`src/rtl/i2c_match_pkg.sv`:
```
// Constants, register layouts and modes of the two-wire slave address matcher.
// Assumes a 32-bit register bus with byte addresses.
package i2c_match_pkg;

    // ************************************************************
    // Register offsets
    // ************************************************************
    localparam int ADR_W = 8;
    localparam logic [ADR_W-1:0] OFS_CTRL = 8'h00;
    localparam logic [ADR_W-1:0] OFS_STATUS = 8'h04;
    localparam logic [ADR_W-1:0] OFS_INT_STATUS = 8'h08;
    localparam logic [ADR_W-1:0] OFS_INT_CLEAR = 8'h0c;
    localparam logic [ADR_W-1:0] OFS_INT_ENABLE = 8'h10;
    localparam logic [ADR_W-1:0] OFS_ADDR_CFG = 8'h24;

    // ************************************************************
    // Modes of the second address value
    // ************************************************************
    typedef enum logic [1:0] {
        MODE_MASK = 2'h0,
        MODE_TWO = 2'h1,
        MODE_RANGE = 2'h2,
        MODE_OWN = 2'h3
    } mode_t;

    // ************************************************************
    // Register layouts
    // ************************************************************
    typedef struct packed {
        logic [4:0] rsv_hi;
        logic [9:0] second_address_value;
        logic rsv_16;
        logic ten_bit_enable;
        logic [3:0] rsv_mid;
        logic [9:0] own_address;
        logic general_call_enable;
    } addr_cfg_t;

    typedef struct packed {
        logic [28:0] rsv;
        mode_t address_mode_select;
        logic enable;
    } ctrl_t;

    localparam logic [31:0] ADDR_CFG_RESET = 32'h0000_0000;
    localparam logic [31:0] ADDR_CFG_MASK = 32'h07fe_87ff;
    localparam logic [31:0] CTRL_RESET = 32'h0000_0000;
    localparam logic [31:0] CTRL_MASK = 32'h0000_0007;

    // Interrupt bit positions
    localparam int IRQ_W = 2;
    localparam int IRQ_MATCH = 0;
    localparam int IRQ_STOP = 1;
    localparam logic [IRQ_W-1:0] IRQ_RESET = 2'h0;

    // Status bit positions
    localparam int ST_DIR = 0;
    localparam int ST_BUSY = 1;
    localparam int ST_SEL = 2;

    // ************************************************************
    // Address phase constants
    // ************************************************************
    localparam logic [9:0] CARE_7 = 10'h07f;
    localparam logic [9:0] CARE_HDR = 10'h300;
    localparam logic [9:0] CARE_10 = 10'h3ff;
    localparam logic [4:0] HDR_PREFIX = 5'h1e;
    localparam logic [7:0] GC_BYTE = 8'h00;
    localparam logic [2:0] BIT_LAST = 3'h7;

endpackage

```
`src/rtl/i2c_addr_match.sv`:
```
// Slave address recognition for a two-wire serial bus, with Wishbone registers.
// Assumes scl_i and sda_i come from pins and the bus master runs on clk_i.
//
// The Wishbone interface to the registers was decided locally.
`timescale 1ns/1ps

// Function
// Own slave address sits in config bits 10:1 and selects this slave.
// Seven-bit addressing compares only own address bits 6:0.
// Ten-bit enable set means all own address bits 9:0 are compared.
// Config bit 15 turns ten-bit address recognition off or on.
// A match sets the address match flag and records read or write.
// Config bits 26:17 act as second address, mask or range low limit.
// All-zero address byte with write direction is the general call.
// General call is acknowledged only while its enable bit is one.
module i2c_addr_match (
    // Clock and reset
    input wire logic clk_i,
    input wire logic rst_i,
    // Wishbone slave
    input wire logic [i2c_match_pkg::ADR_W-1:0] wb_adr_i,
    input wire logic [31:0] wb_dat_i,
    input wire logic [3:0] wb_sel_i,
    input wire logic wb_we_i,
    input wire logic wb_cyc_i,
    input wire logic wb_stb_i,
    output logic [31:0] wb_dat_o,
    output logic wb_ack_o,
    // Interrupt
    output logic irq_o,
    // Serial bus pins
    input wire logic scl_i,
    input wire logic sda_i,
    output logic sda_o,
    output logic sda_oe_o
);

    // ************************************************************
    // Helpers
    // ************************************************************
    function automatic logic [31:0] merge_sel(input logic [31:0] old, input logic [31:0] nw,
                                               input logic [3:0] sel);
        logic [31:0] res;
        res = old;
        for (int i = 0; i < 4; i++)
        begin
            if (sel[i])
            begin
                res[i*8 +: 8] = nw[i*8 +: 8];
            end
        end
        return res;
    endfunction

    // Compares the cared-for bits of an address against own and second value
    function automatic logic addr_hit(input logic [9:0] a, input logic [9:0] own,
                                      input logic [9:0] sec, input i2c_match_pkg::mode_t mode,
                                      input logic [9:0] care);
        logic hit;
        hit = 1'b0;
        case (mode)
            i2c_match_pkg::MODE_MASK: hit = (((a ^ own) & ~sec & care) == 10'h000);
            i2c_match_pkg::MODE_TWO: hit = (((a ^ own) & care) == 10'h000) ||
                                           (((a ^ sec) & care) == 10'h000);
            i2c_match_pkg::MODE_RANGE: hit = ((a & care) >= (sec & care)) && ((a & care) <= (own & care));
            default: hit = (((a ^ own) & care) == 10'h000);
        endcase
        return hit;
    endfunction

    // ************************************************************
    // Declarations
    // ************************************************************
    typedef enum logic [2:0] {
        S_IDLE,
        S_ADDR,
        S_ADDR2,
        S_ACK,
        S_WAIT
    } state_t;

    i2c_match_pkg::addr_cfg_t cfg_r;
    i2c_match_pkg::ctrl_t ctrl_r;
    logic [i2c_match_pkg::IRQ_W-1:0] int_status_r;
    logic [i2c_match_pkg::IRQ_W-1:0] int_status_nxt;
    logic [i2c_match_pkg::IRQ_W-1:0] int_enable_r;
    logic [i2c_match_pkg::IRQ_W-1:0] int_clear;
    logic [i2c_match_pkg::IRQ_W-1:0] events;
    logic [31:0] rd_data;
    logic wb_req;
    logic wb_wr;
    logic ack_r;
    logic [31:0] dat_r;
    logic irq_r;
    logic sda_drv_r;
    logic sda_oe_r;

    logic [1:0] line_q;
    logic [1:0] line_prev;
    logic scl_s;
    logic sda_s;
    logic scl_rise;
    logic scl_fall;
    logic start_det;
    logic stop_det;

    state_t state_r;
    state_t after_ack_r;
    logic [2:0] bit_cnt_r;
    logic [7:0] shift_r;
    logic [7:0] byte_now;
    logic [1:0] upper_r;
    logic ten_sel_r;
    logic ack_on_r;
    logic dir_r;
    logic busy_r;
    logic match_evt;
    logic stop_evt;

    logic gc_hit;
    logic hdr_ok;
    logic hdr_rd_ok;
    logic hit7;
    logic hit10;

    // ************************************************************
    // Pin synchronisers
    // ************************************************************
    line_sync #(
        .W(2)
    ) u_sync (
        .clk_i(clk_i),
        .rst_i(rst_i),
        .d_i({scl_i, sda_i}),
        .q_o(line_q),
        .prev_o(line_prev)
    );

    assign scl_s = line_q[1];
    assign sda_s = line_q[0];
    assign scl_rise = scl_s & ~line_prev[1];
    assign scl_fall = ~scl_s & line_prev[1];
    assign start_det = scl_s & line_prev[1] & ~sda_s & line_prev[0];
    assign stop_det = scl_s & line_prev[1] & sda_s & ~line_prev[0];

    // ************************************************************
    // Address decision
    // ************************************************************
    assign byte_now = {shift_r[6:0], sda_s};
    // Direction bit included: only a write to address zero is a call
    assign gc_hit = cfg_r.general_call_enable && (byte_now == i2c_match_pkg::GC_BYTE);
    assign hdr_ok = (byte_now[7:3] == i2c_match_pkg::HDR_PREFIX) &&
                    addr_hit({byte_now[2:1], 8'h00}, cfg_r.own_address, cfg_r.second_address_value,
                             ctrl_r.address_mode_select, i2c_match_pkg::CARE_HDR);
    assign hdr_rd_ok = hdr_ok && byte_now[0] && ten_sel_r && (byte_now[2:1] == upper_r);
    assign hit7 = addr_hit({3'h0, byte_now[7:1]}, cfg_r.own_address, cfg_r.second_address_value,
                           ctrl_r.address_mode_select, i2c_match_pkg::CARE_7);
    assign hit10 = addr_hit({upper_r, byte_now}, cfg_r.own_address, cfg_r.second_address_value,
                            ctrl_r.address_mode_select, i2c_match_pkg::CARE_10);

    // ************************************************************
    // Bus phase sequencer
    // ************************************************************
    always_ff @(posedge clk_i)
    begin
        if (rst_i || !ctrl_r.enable)
        begin
            state_r <= S_IDLE;
            after_ack_r <= S_WAIT;
            bit_cnt_r <= 3'h0;
            shift_r <= 8'h00;
            upper_r <= 2'h0;
            ten_sel_r <= 1'b0;
            ack_on_r <= 1'b0;
            sda_oe_r <= 1'b0;
            dir_r <= 1'b0;
            busy_r <= 1'b0;
            match_evt <= 1'b0;
            stop_evt <= 1'b0;
        end
        else
        begin
            match_evt <= 1'b0;
            stop_evt <= 1'b0;
            if (stop_det)
            begin
                state_r <= S_IDLE;
                ten_sel_r <= 1'b0;
                ack_on_r <= 1'b0;
                sda_oe_r <= 1'b0;
                busy_r <= 1'b0;
                stop_evt <= 1'b1;
            end
            else if (start_det)
            begin
                state_r <= S_ADDR;
                bit_cnt_r <= 3'h0;
                ack_on_r <= 1'b0;
                sda_oe_r <= 1'b0;
                busy_r <= 1'b1;
            end
            else
            begin
                case (state_r)
                    S_ADDR, S_ADDR2:
                    begin
                        if (scl_rise)
                        begin
                            shift_r <= byte_now;
                            bit_cnt_r <= bit_cnt_r + 3'h1;
                            if (bit_cnt_r == i2c_match_pkg::BIT_LAST)
                            begin
                                state_r <= S_WAIT;
                                if (state_r == S_ADDR2)
                                begin
                                    if (hit10)
                                    begin
                                        ten_sel_r <= 1'b1;
                                        match_evt <= 1'b1;
                                        dir_r <= 1'b0;
                                        after_ack_r <= S_WAIT;
                                        state_r <= S_ACK;
                                    end
                                end
                                else if (gc_hit)
                                begin
                                    match_evt <= 1'b1;
                                    dir_r <= 1'b0;
                                    after_ack_r <= S_WAIT;
                                    state_r <= S_ACK;
                                end
                                else if (cfg_r.ten_bit_enable)
                                begin
                                    if (hdr_rd_ok)
                                    begin
                                        match_evt <= 1'b1;
                                        dir_r <= 1'b1;
                                        after_ack_r <= S_WAIT;
                                        state_r <= S_ACK;
                                    end
                                    else if (hdr_ok && !byte_now[0])
                                    begin
                                        upper_r <= byte_now[2:1];
                                        ten_sel_r <= 1'b0;
                                        after_ack_r <= S_ADDR2;
                                        state_r <= S_ACK;
                                    end
                                end
                                else if (hit7)
                                begin
                                    match_evt <= 1'b1;
                                    dir_r <= byte_now[0];
                                    after_ack_r <= S_WAIT;
                                    state_r <= S_ACK;
                                end
                            end
                        end
                    end
                    S_ACK:
                    begin
                        // Pull data low for the ninth clock
                        if (scl_fall)
                        begin
                            if (!ack_on_r)
                            begin
                                ack_on_r <= 1'b1;
                                sda_oe_r <= 1'b1;
                            end
                            else
                            begin
                                ack_on_r <= 1'b0;
                                sda_oe_r <= 1'b0;
                                bit_cnt_r <= 3'h0;
                                state_r <= after_ack_r;
                            end
                        end
                    end
                    S_IDLE, S_WAIT:
                    begin
                        sda_oe_r <= 1'b0;
                    end
                    default:
                    begin
                        state_r <= S_IDLE;
                    end
                endcase
            end
        end
    end

    // Open-drain line only ever pulled low
    always_ff @(posedge clk_i)
    begin
        sda_drv_r <= 1'b0;
    end

    // ************************************************************
    // Interrupt status
    // ************************************************************
    assign events = {stop_evt, match_evt};
    assign wb_req = wb_cyc_i && wb_stb_i && !ack_r;
    assign wb_wr = wb_req && wb_we_i;
    assign int_clear = (wb_wr && (wb_adr_i == i2c_match_pkg::OFS_INT_CLEAR)) ?
                       wb_dat_i[i2c_match_pkg::IRQ_W-1:0] & {i2c_match_pkg::IRQ_W{wb_sel_i[0]}} :
                       {i2c_match_pkg::IRQ_W{1'b0}};
    // Set wins over a clear in the same cycle
    assign int_status_nxt = (int_status_r & ~int_clear) | events;

    always_ff @(posedge clk_i)
    begin
        if (rst_i)
        begin
            int_status_r <= i2c_match_pkg::IRQ_RESET;
            irq_r <= 1'b0;
        end
        else
        begin
            int_status_r <= int_status_nxt;
            irq_r <= |(int_status_nxt & int_enable_r);
        end
    end

    // ************************************************************
    // Register writes
    // ************************************************************
    always_ff @(posedge clk_i)
    begin
        if (rst_i)
        begin
            cfg_r <= i2c_match_pkg::addr_cfg_t'(i2c_match_pkg::ADDR_CFG_RESET);
            ctrl_r <= i2c_match_pkg::ctrl_t'(i2c_match_pkg::CTRL_RESET);
            int_enable_r <= i2c_match_pkg::IRQ_RESET;
        end
        else if (wb_wr)
        begin
            case (wb_adr_i)
                i2c_match_pkg::OFS_ADDR_CFG:
                begin
                    cfg_r <= i2c_match_pkg::addr_cfg_t'(merge_sel(cfg_r, wb_dat_i, wb_sel_i) &
                                                       i2c_match_pkg::ADDR_CFG_MASK);
                end
                i2c_match_pkg::OFS_CTRL:
                begin
                    ctrl_r <= i2c_match_pkg::ctrl_t'(merge_sel(ctrl_r, wb_dat_i, wb_sel_i) &
                                                    i2c_match_pkg::CTRL_MASK);
                end
                i2c_match_pkg::OFS_INT_ENABLE:
                begin
                    if (wb_sel_i[0])
                    begin
                        int_enable_r <= wb_dat_i[i2c_match_pkg::IRQ_W-1:0];
                    end
                end
                default:
                begin
                end
            endcase
        end
    end

    // ************************************************************
    // Register reads and acknowledge
    // ************************************************************
    always_comb
    begin
        rd_data = 32'h0000_0000;
        case (wb_adr_i)
            i2c_match_pkg::OFS_ADDR_CFG: rd_data = cfg_r;
            i2c_match_pkg::OFS_CTRL: rd_data = ctrl_r;
            i2c_match_pkg::OFS_STATUS:
            begin
                rd_data[i2c_match_pkg::ST_DIR] = dir_r;
                rd_data[i2c_match_pkg::ST_BUSY] = busy_r;
                rd_data[i2c_match_pkg::ST_SEL] = (state_r == S_ACK);
            end
            i2c_match_pkg::OFS_INT_STATUS: rd_data[i2c_match_pkg::IRQ_W-1:0] = int_status_r;
            i2c_match_pkg::OFS_INT_ENABLE: rd_data[i2c_match_pkg::IRQ_W-1:0] = int_enable_r;
            default: rd_data = 32'h0000_0000;
        endcase
    end

    always_ff @(posedge clk_i)
    begin
        if (rst_i)
        begin
            ack_r <= 1'b0;
            dat_r <= 32'h0000_0000;
        end
        else
        begin
            ack_r <= wb_req;
            dat_r <= wb_req ? rd_data : 32'h0000_0000;
        end
    end

    assign wb_ack_o = ack_r;
    assign wb_dat_o = dat_r;
    assign irq_o = irq_r;
    assign sda_o = sda_drv_r;
    assign sda_oe_o = sda_oe_r;
endmodule

```
`src/rtl/line_sync.sv`:
```
// Two-flop synchroniser with a third stage for edge finding.
// Assumes asynchronous inputs and a synchronous active-high reset.
`timescale 1ns/1ps

module line_sync #(
    parameter int W = 2
) (
    // Clock and reset
    input wire logic clk_i,
    input wire logic rst_i,
    // Lines
    input wire logic [W-1:0] d_i,
    output logic [W-1:0] q_o,
    output logic [W-1:0] prev_o
);
    logic [W-1:0] meta_r;
    logic [W-1:0] q_r;
    logic [W-1:0] prev_r;

    // Idle bus lines are high
    always_ff @(posedge clk_i)
    begin
        if (rst_i)
        begin
            meta_r <= '1;
            q_r <= '1;
            prev_r <= '1;
        end
        else
        begin
            meta_r <= d_i;
            q_r <= meta_r;
            prev_r <= q_r;
        end
    end

    assign q_o = q_r;
    assign prev_o = prev_r;
endmodule

```
`config.mk`:
```
export PLATFORM = sky130hd
export DESIGN_NAME = i2c_addr_match
export DESIGN_NICKNAME = d
export VERILOG_FILES = /design/src/rtl/i2c_match_pkg.sv /design/src/rtl/i2c_addr_match.sv /design/src/rtl/line_sync.sv
export SDC_FILE = /design/constraint.sdc
export NUM_CORES = 1
export LEC_CHECK = 0
export BUFFER_PORTS_ARGS = -buffer_cell sky130_fd_sc_hd__buf_2
export CAP_MARGIN = 25
export CORE_ASPECT_RATIO = 0.5
export CORE_MARGIN = 3
export CORE_UTILIZATION = 40
export CTS_CLUSTER_DIAMETER = 40
export CTS_CLUSTER_SIZE = 12
export DETAILED_ROUTE_END_ITERATION = 12
export MAX_ROUTING_LAYER = met4
export PLACE_DENSITY = 0.59
export SYNTH_ARGS = -nofsm -noshare
export SYNTH_HDL_FRONTEND = slang
export SYNTH_SLANG_ARGS = --single-unit
```
`constraint.sdc`:
```
create_clock -name clk_i -period 5.35 [get_ports clk_i]
set_input_delay 1.07 -clock clk_i [delete_from_list [all_inputs] [get_ports clk_i]]
set_output_delay 1.07 -clock clk_i [all_outputs]
set_load 0.01 [all_outputs]
```
==> results of run 1 <==
==> metrics by stage <==
| stage | total power [W] | area [sq um] | hold slack [ns] | utilization | instances |
|---|---|---|---|---|---|
| 6_report | 0.00128 | 5030 | 0.410 | 0.483 | 709 |
| 3_3_place_gp | 0.000678 | 4730 | 0.395 | 0.454 | 692 |
| 4_1_cts | 0.00130 | 5020 | 0.414 | 0.483 | 708 |
| 3_5_place_dp | 0.000678 | 4730 | 0.398 | 0.454 | 692 |
| 5_1_grt | 0.00133 | 5030 | 0.430 | 0.483 | 709 |
| 2_1_floorplan | 0.000663 | 4400 | 0.389 | - | 518 |
==> state kept, by name, summed over array words and instances, names as in the netlist, 3 cells and up <==
name,count
wb_dat_o,22
shift_r,7
cfg_r,22
ctrl_r,3
bit_cnt_r,3
state_r,3
==> synthesized netlist by cell type (3+ instances only) <==
master    count
or2_2         6
a22oi_1       3
nand2b_1      5
ha_1         40
nand2_1      39
nor3_1       25
o21ai_0      16
a211oi_1      6
a21oi_1      40
clkbuf_1     11
and3_1        4
a21o_1        4
buf_4        12
a31oi_1       3
a21boi_0      3
o21bai_1      3
nor2_1       50
nand3_1      24
xor2_1        3
nor2b_1       5
nand4_1       8
or3_1         3
o22ai_1       8
o211ai_1      3
inv_1        29
dfxtp_1      83
buf_2         7
and4_1        4
mux2i_1      24
==> power by group through the flow <==
stage	registers, W	logic [W]	clock network (W)
5_1_grt	0.000622	0.0000474	0.000662
6_report	0.000622	0.0000425	0.000619
3_5_place_dp	0.000636	0.0000424	0
2_1_floorplan	0.000635	0.0000279	0
4_1_cts	0.000622	0.0000425	0.000632
3_3_place_gp	0.000636	0.0000422	0
==> worst register-to-register path: cells and delay by family, from the launching register on <==
kind / cells / cell delay [ns]
AO/OA/AOI/OAI: 4 / 1.15
flip-flops: 1 / 0.58
AND/OR/NAND/NOR: 3 / 0.53
adder cells (fa/ha/maj): 1 / 0.35
buffers and inverters: 1 / 0.22
==> final timing paths <==
kind / start / endpoint / slack, ns / cells past startpoint
worst min register to register: u_sync.meta_r[0] / u_sync.q_o[0] / 0.41 / 1
worst max-delay path: wb_adr_i[1] / cfg_r[21] / 2.04 / 8
worst min-delay path: u_sync.meta_r[0] / u_sync.q_o[0] / 0.41 / 1
worst max register to register: shift_r[0] / after_ack_r[2] / 2.43 / 9
==> routing by layer <==
layer,vias up,routed length [microns],GRT usage
met4,0,93,0.0581
met1,1711,5520,0.254
li1,1921,-,-
met3,8,546,0.0368
met2,75,4760,0.290
met5,-,0,-
==> cell type report <==
type                       count  area, sq um
sequential                    83         1660
clock buffer                  10          229
tap                          140          175
clock inverter                 6         65.1
fill                        1059         5380
inverter                      29          109
multi-input combinational    375         2460
timing repair buffer          66          333
==> kinds of logic (layout without fill, tap and decap cells) <==
group | after synthesis | count (layout)
compound gates | 104 | 104
xor+xnor | 3 | 3
fa+ha+maj | 40 | 40
buf+inv | 60 | 111
flops | 83 | 83
mux | 26 | 26
other cells | 1 | 11
simple gates | 191 | 191
==> results.md, run 1 <==
* Status: finished, final reports clean
* Routed vias at approximately 3,700
* DP Wirelength at just over 8 mm
* Setup CP Type: in2reg
* Initial antenna violation count at 0
* Most area-consuming cells after synthesis: dfxtp_1 (38%), ha_1 (11%), mux2i_1 (5.5%)
* Total grt overflow at 0
* Simple-gate share of the synthesized area at 0.225
* Largest net degree at the start of global routing at 39
* DRC at 0
* TritonCTS buffer count at 9
* Max cap viols at 0
* Dpl ws at about 1.7 ns
* Chip height at 79.8 microns
* Cells after Synth at about 500
* Worst hold path type: reg2reg
* Worst path slowest cell: nor2_2
* Total track usage at 0.189
* Slew Limit Fails at 0
* Final wirelength at around 11 mm
* Post-CTS Hold Buffers at 0
* WP data required at 5.55 ns
* Syn Area/Cell at around 8.6 sq um
* Total iterations of the first detailed-routing run at 5
* Vias per cell at approximately 5.2
* Top Ports at 87
* Initial DRC count at 223
* Share of layout cells above drive strength 1 at 0.172
* Worst-Margin Slew at around 0.86 ns
* P_sw at between 0.0002 and 0.0003 W
* Crit path time final at 3.31 ns
* Cell Pwr Density at between 200 and 300 nW/um^2
* Switching share of total power at 0.222
* Row Count at 26
* Final TNS setup at 0 ns
* Critical path fanouts, max at 21
* CP startpoint kind: primary input
* Slew headroom at 0.428
* CP Buf/Inv Count at 1
* Chip width at 154 microns
* Wire per inst at approximately 15 microns
* Largest family of logic cells by synthesized area: simple AND/OR/NAND/NOR gates
* Clock Sinks at 83
* Synthesis-to-layout area growth at 15.3%
* Commonest non-fill, non-tap cell in the layout: dfxtp_1
* Post-synth EDFFs at 0
* Most common cell on crit path: nand2_1
* Mapped Area at roughly 4400 sq um
* Post-Synth Adder-Cell Area at 0.115
* RSZ-0062 raised after global routing: false
* Hold Fails Final Rpt at 0
* Sequential area share after synthesis at 0.381
* Kind of end point of the critical path: flop
* First-pass GRT wire length at between 15 and 20 mm
* Final ANT Viol Nets at 0
* Compound-cell area share of the yosys netlist at 0.149
* Clock-pin slew on the worst setup and hold paths at 0.06 ns
* Achievable clock frequency at about 300 MHz
* CTS max path bufs at 2
* RePlAce Congestion at between 0.8 and 0.9
* Layout net count at 655
* Post-synthesis mux area share at 0.0602
* Core Region at 10,400 sq um
* Number of H-tree levels at 3
* Comb power frac at 0.033
* Xor/xnor share of the synthesized area at 0.00602
* Worst VDD drop at around 130 uV
* CP peak stage delay at 0.58 ns
* Sequential Power Share at 0.484
* FFs w/ async S/R, synth at 0
* CP arrival at 3.52 ns
* Period utilisation layout at 0.619
* Area leader, netlist: dfxtp_1
* Most frequent cells in the layout: dfxtp_1 (83), buf_2 (65), nor2_1 (50)
* CTS tree: yes
* Cell chosen for the clock root: clkbuf_16
* P_leak at approximately 2.0 nW
* CP top delay family: simple AND/OR/NAND/NOR gates
* PostCTS Resize Cnt at 0
* # diodes at 0
* #FFs+latches synth at slightly above 80
* Final WS setup at roughly 2.0 ns
* Yosys warns at 0
* # port buffers at 65
* Overall die area at between 10,000 and 15,000 sq um
* Power Internal at approximately 0.0010 W
* CP Cell Sequence: buf_2 > or4_4 > nor4b_4 > nand2_2 > nor2_2 > nand2_1 > nand2_1 > a21oi_1
* Via count of the first global-routing pass at roughly 3,500
* Share of the synthesized area in the top cell type at 0.381
* Post-CTS Setup Repair Bufs at 0
* Post-synth cell types at slightly below 60
* Worst skew pair latency at ~0.35 ns
* Setup Viol. Count Final at 0
* Prevailing post-synth register cell: dfxtp_1
* Clock power frac at 0.483
* Clock skew at 0.00738 ns
* Starting Density at 0.419
No activity file was read; power rests on OpenSTA's default activity.
==> run 2, diff against run 1 <==
ABC_AREA = 1   (was default)
clock period = 3.1 ns   (was 5.35 ns; I/O delays follow)
==> results.md, run 2 <==
* Reg2Reg Launch Point: shift_r[0]
* CTS tree: yes
* Sequential Power Share at 0.475
* First-pass GRT wire length at approximately 19 mm
* Area of placed instances at 5060 sq um
* Number of H-tree levels at 3
* Core Region at approximately 11,000 sq um
* Achievable clock frequency at about 450 MHz
* Clock-pin slew on the worst setup and hold paths at around 0.060 ns
* CTS max path bufs at 2
* Most area-consuming cells after synthesis: dfxtp_1 (36%), ha_1 (11%), nand2_1 (8.8%)
* Starting Density at 0.415
* Clock power frac at 0.491
* DP Wirelength at between 8 and 9 mm
* CP arrival at around 2.5 ns
* Slew Limit Fails at 0
* Post-synth cell types at 43
* Total grt overflow at 0
* DRC at 0
* Largest net degree at the start of global routing at 31
* Kind of end point of the critical path: flop
* Total iterations of the first detailed-routing run at 4
* Status: finished, final reports clean
* WP data required at between 3 and 4 ns
* Syn Area/Cell at around 7.4 sq um
* Crit path time final at around 2.2 ns
* Most frequent cells in the layout: nand2_1 (108), nor2_1 (89), dfxtp_1 (83)
* Post-CTS Setup Repair Bufs at 0
* Initial DRC count at around 220
* Final Instance Area at 5370 sq um
* Share of the synthesized area in the top cell type at 0.359
* Post-CTS Hold Buffers at 0
* Setup CP Type: reg2reg
* Mapped Area at between 4000 and 5000 sq um
* Cell Pwr Density at around 420 nW/um^2
* Hold Path Origin: u_sync.meta_r[0]
* Fin cells at around 840
* Prevailing post-synth register cell: dfxtp_1
* #FFs+latches synth at between 80 and 90
* Final ANT Viol Nets at 0
* Switching share of total power at 0.217
* Clock Sinks at 83
* Top cells by count, synth: nand2_1 (108), nor2_1 (89), dfxtp_1 (83)
* Worst VDD drop at 235 uV
* Yosys warns at 0
* Clock skew at 0.00843 ns
* CP Cell Sequence: inv_1 > ha_1 > nor2_1 > o21ai_0 > nand2_1 > nor2_4 > nand3_2 > nand4_1 > nand2_1 > inv_2 > nand3_1 > nand2_1 > nand3_1
* Most common cell on crit path: nand2_1
* PostCTS Resize Cnt at 0
* Wire per inst at 13.6 microns
* # port buffers at 65
* FFs w/ async S/R, synth at 0
* Max cap viols at 0
* RSZ-0062 raised after global routing: false
* Commonest non-fill, non-tap cell in the layout: nand2_1
* Sequential area share after synthesis at 0.359
* Worst-Margin Slew at between 0.6 and 0.7 ns
* CP startpoint kind: flop
* Worst skew pair latency at around 0.34 ns
* Area leader, netlist: dfxtp_1
* CP peak stage delay at 0.48 ns
* Slew headroom at 0.574
* Overall die area at about 13,000 sq um
* Routed vias at roughly 4,100
* Final TNS setup at 0 ns
* Critical Path Start: shift_r[0]
* P_sw at a little under 0.0005 W
* Period utilisation layout at 0.724
* Vias per cell at 4.81
* Worst path slowest cell: dfxtp_1
* Setup Viol. Count Final at 0
* Layout net count at between 700 and 800
* P_leak at between 2 and 3 nW
* Initial antenna violation count at 0
* Via count of the first global-routing pass at between 3,000 and 4,000
* Post-Place Cells at roughly 830
* Final core utilization at 0.481
* # diodes at 0
* Leading cell type by number of instances after synthesis: nand2_1
* RePlAce Congestion at just over 0.9
* Cells after Synth at ~630
* Worst hold path type: reg2reg
* Cell chosen for the clock root: clkbuf_16
* Post-synth EDFFs at 0
* Row Count at 27
* TritonCTS buffer count at 9
* Hold Fails Final Rpt at 0
* Final wirelength at about 11 mm
* Chip height at around 80 microns
* Top Ports at a little under 90
* Chip width at between 150 and 200 microns
* Critical path fanouts, max at 8
* Comb power frac at 0.034
* Share of layout cells above drive strength 1 at 0.186
* Total track usage at 0.190
* Power Internal at 0.00177 W
* Synthesis-to-layout area growth at 15.9%
run 2: area by class of cell:
class	instances	area (sq um)
fill	1151	5780
multi-input combinational	447	2560
sequential	83	1660
inverter	88	332
timing repair buffer	65	325
clock buffer	11	253
tap	145	181
clock inverter	4	56.3
run 2: cell families after synthesis:
logic type | after synthesis | synth area share
AO/OA/AOI/OAI | 91 | 0.108
other | 1 | 0.000810
XOR/XNOR | 1 | 0.00189
flip-flops | 83 | 0.359
buffers and inverters | 107 | 0.0970
AND/OR/NAND/NOR | 304 | 0.326
adder cells (fa/ha/maj) | 40 | 0.108
run 2: worst paths after layout:
kind | endpoint | slack [ns] | cells after the start
worst max-delay path | after_ack_r[2] | 0.85 | 13
worst max register to register | after_ack_r[2] | 0.85 | 13
worst min-delay path | u_sync.q_o[0] | 0.41 | 1
worst min register to register | u_sync.q_o[0] | 0.41 | 1
run 2: metal layers:
| layer | GRT usage | vias to the layer above | wire, microns |
|---|---|---|---|
| met5 | - | - | 0 |
| met4 | 0.0446 | 0 | 106 |
| met3 | 0.0396 | 9 | 709 |
| met2 | 0.287 | 87 | 4840 |
| met1 | 0.262 | 1792 | 5820 |
| li1 | - | 2167 | - |
run 2: critical path: cells and delay by family, from the launching register on:
kind	cells	cell delay [ns]
flip-flops	1	0.48
buffers and inverters	2	0.32
adder cells (fa/ha/maj)	1	0.38
AO/OA/AOI/OAI	1	0.15
AND/OR/NAND/NOR	9	0.78
run 2: power by group through the flow:
stage | sequential (W) | clock [W] | combinational, W
global route | 0.00107 | 0.00118 | 0.0000862
floorplan | 0.00110 | 0 | 0.0000488
detailed placement | 0.00110 | 0 | 0.0000764
CTS | 0.00107 | 0.00114 | 0.0000766
global placement | 0.00110 | 0 | 0.0000751
finish | 0.00107 | 0.00111 | 0.0000767
run 2: metrics by stage:
stage	total power, W	hold WS (ns)	worst slack [ns]
2_1_floorplan	0.00114	0.389	1.34
3_3_place_gp	0.00117	0.392	0.798
3_5_place_dp	0.00117	0.392	0.811
4_1_cts	0.00229	0.408	0.851
5_1_grt	0.00234	0.427	0.641
6_report	0.00226	0.406	0.855
==> run 3, diff against run 2 <==
ABC_AREA = 0   (was 1)
clock period = 2.33 ns   (was 3.1 ns; I/O delays follow)
==> results.md, run 3 (synthesis gave the netlist of run 1 again) <==
* Status: finished, final reports clean
* Setup Viol. Count Final at 0
* DP Wirelength at roughly 9.6 mm
* Max cap viols at 0
* Routed vias at just over 4,000
* CTS tree: yes
* Worst skew pair latency at 0.35 ns
* Total grt overflow at 0
* Commonest non-fill, non-tap cell in the layout: dfxtp_1
* Final wirelength at between 10 and 15 mm
* Cell chosen for the clock root: clkbuf_16
* Worst hold path type: in2reg
* Chip height at between 70 and 80 microns
* Kind of end point of the critical path: flop
* Vias per cell at 5.31
* CP startpoint kind: flop
* Starting Density at 0.419
* Slew Limit Fails at 0
* Number of H-tree levels at 3
* Worst VDD drop at around 320 uV
* Synthesis-to-layout area growth at 34.5%
* Clock skew at approximately 0.0077 ns
* Overall die area at 12,300 sq um
* Cell Pwr Density at roughly 500 nW/um^2
* Largest net degree at the start of global routing at 25
* DRC at 0
* Wire per inst at 16.5 microns
* RePlAce Congestion at 0.922
* Fin cells at around 770
* Row Count at 26
* Critical path fanouts, max at 6
* Crit path time final at around 2.3 ns
* Most frequent cells in the layout: dfxtp_1 (66), buf_2 (65), buf_4 (60)
* Post-CTS Hold Buffers at 0
* Final TNS setup at 0 ns
* First-pass GRT wire length at 20.0 mm
* Final ANT Viol Nets at 0
* Clock-pin slew on the worst setup and hold paths at 0.06 ns
* RSZ-0062 raised after global routing: true
* # diodes at 0
* # port buffers at 65
* Chip width at approximately 150 microns
* Via count of the first global-routing pass at roughly 3,900
* Worst-Margin Slew at approximately 0.5 ns
* Initial DRC count at 340
* TritonCTS buffer count at 9
* Slew headroom at 0.673
* WP data required at 2.57 ns
* Period utilisation layout at 0.985
* CTS max path bufs at 2
* Clock Sinks at a little over 80
* Top Ports at 87
* Hold Fails Final Rpt at 0
* Layout net count at slightly above 700
* CP arrival at 2.53 ns
* Area of placed instances at about 5200 sq um
* Total iterations of the first detailed-routing run at 4
* P_leak at between 2 and 2.5 nW
* Share of layout cells above drive strength 1 at 0.364
* Setup CP Type: reg2reg
* Total track usage at 0.213
* Final Instance Area at 5870 sq um
* Core Region at approximately 10,000 sq um
* Initial antenna violation count at 0
* Post-Place Cells at 750
* Achievable clock frequency at ~440 MHz
run 3: cell types whose count changed in the layout (fill, tap and decap cells not counted), moves of 24 or more:
cell,previous run,this run
nand2_1,108,39
inv_1,78,16
buf_4,0,60
nor2_1,89,48
mux2i_1,0,24
run 3: per-layer routing:
| layer | vias up | wire length [microns] | track usage |
|---|---|---|---|
| met5 | - | 0 | - |
| met4 | 0 | 158 | 0.0546 |
| met3 | 13 | 758 | 0.0531 |
| met2 | 98 | 5580 | 0.336 |
| met1 | 1939 | 6170 | 0.277 |
| li1 | 2037 | - | - |
run 3: report_power, final:
| group | leakage [nW] | internal, W | switching (W) | total, W |
|---|---|---|---|---|
| Clock | 0.141 | 0.000749 | 0.000633 | 0.00138 |
| Sequential | 0.678 | 0.00142 | 0.00000298 | 0.00142 |
| Combinational | 1.53 | 0.0000457 | 0.0000647 | 0.000110 |
| Total | 2.35 | 0.00222 | 0.000701 | 0.00292 |
run 3: repair_timing:
action,CTS,global route
buffers inserted,2,1
gates cloned,0,0
pin swaps,6,20
endpoints found under the setup margin,3,10
resized for setup,24,58
run 3: per-stage QoR:
step           hold slack, ns  utilization  worst slack, ns  power, W
2_1_floorplan           0.389            -           0.0180   0.00152
3_3_place_gp            0.397        0.497          -0.0374   0.00156
3_5_place_dp            0.399        0.497          -0.0611   0.00156
4_1_cts                 0.291        0.535           0.0110   0.00294
5_1_grt                 0.293        0.564          -0.0364   0.00302
6_report                0.295        0.564           0.0352   0.00292
run 3: critical path, cell delays in order (launching register included):
cell and delay (ns):
dfxtp_4 0.39, buf_4 0.15, ha_1 0.20, a211oi_2 0.23, o21bai_1 0.11, a221o_1 0.38
a31o_4 0.29, and4_4 0.18, a211o_1 0.25
run 3: worst paths after layout:
path	from	end	slack, ns	cells after the start
min reg2reg	u_sync.meta_r[0]	u_sync.q_o[0]	0.41	1
min	scl_i	u_sync.meta_r[1]	0.29	2
max reg2reg	shift_r[1]	after_ack_r[2]	0.04	8
max	shift_r[1]	after_ack_r[2]	0.04	8
run 3: layout make-up:
cell class	count	area (sq um)
clock buffer	10	229
clock inverter	6	57.6
fill	980	4540
inverter	29	111
multi-input combinational	375	2810
sequential	83	1690
tap	140	175
timing repair buffer	126	796
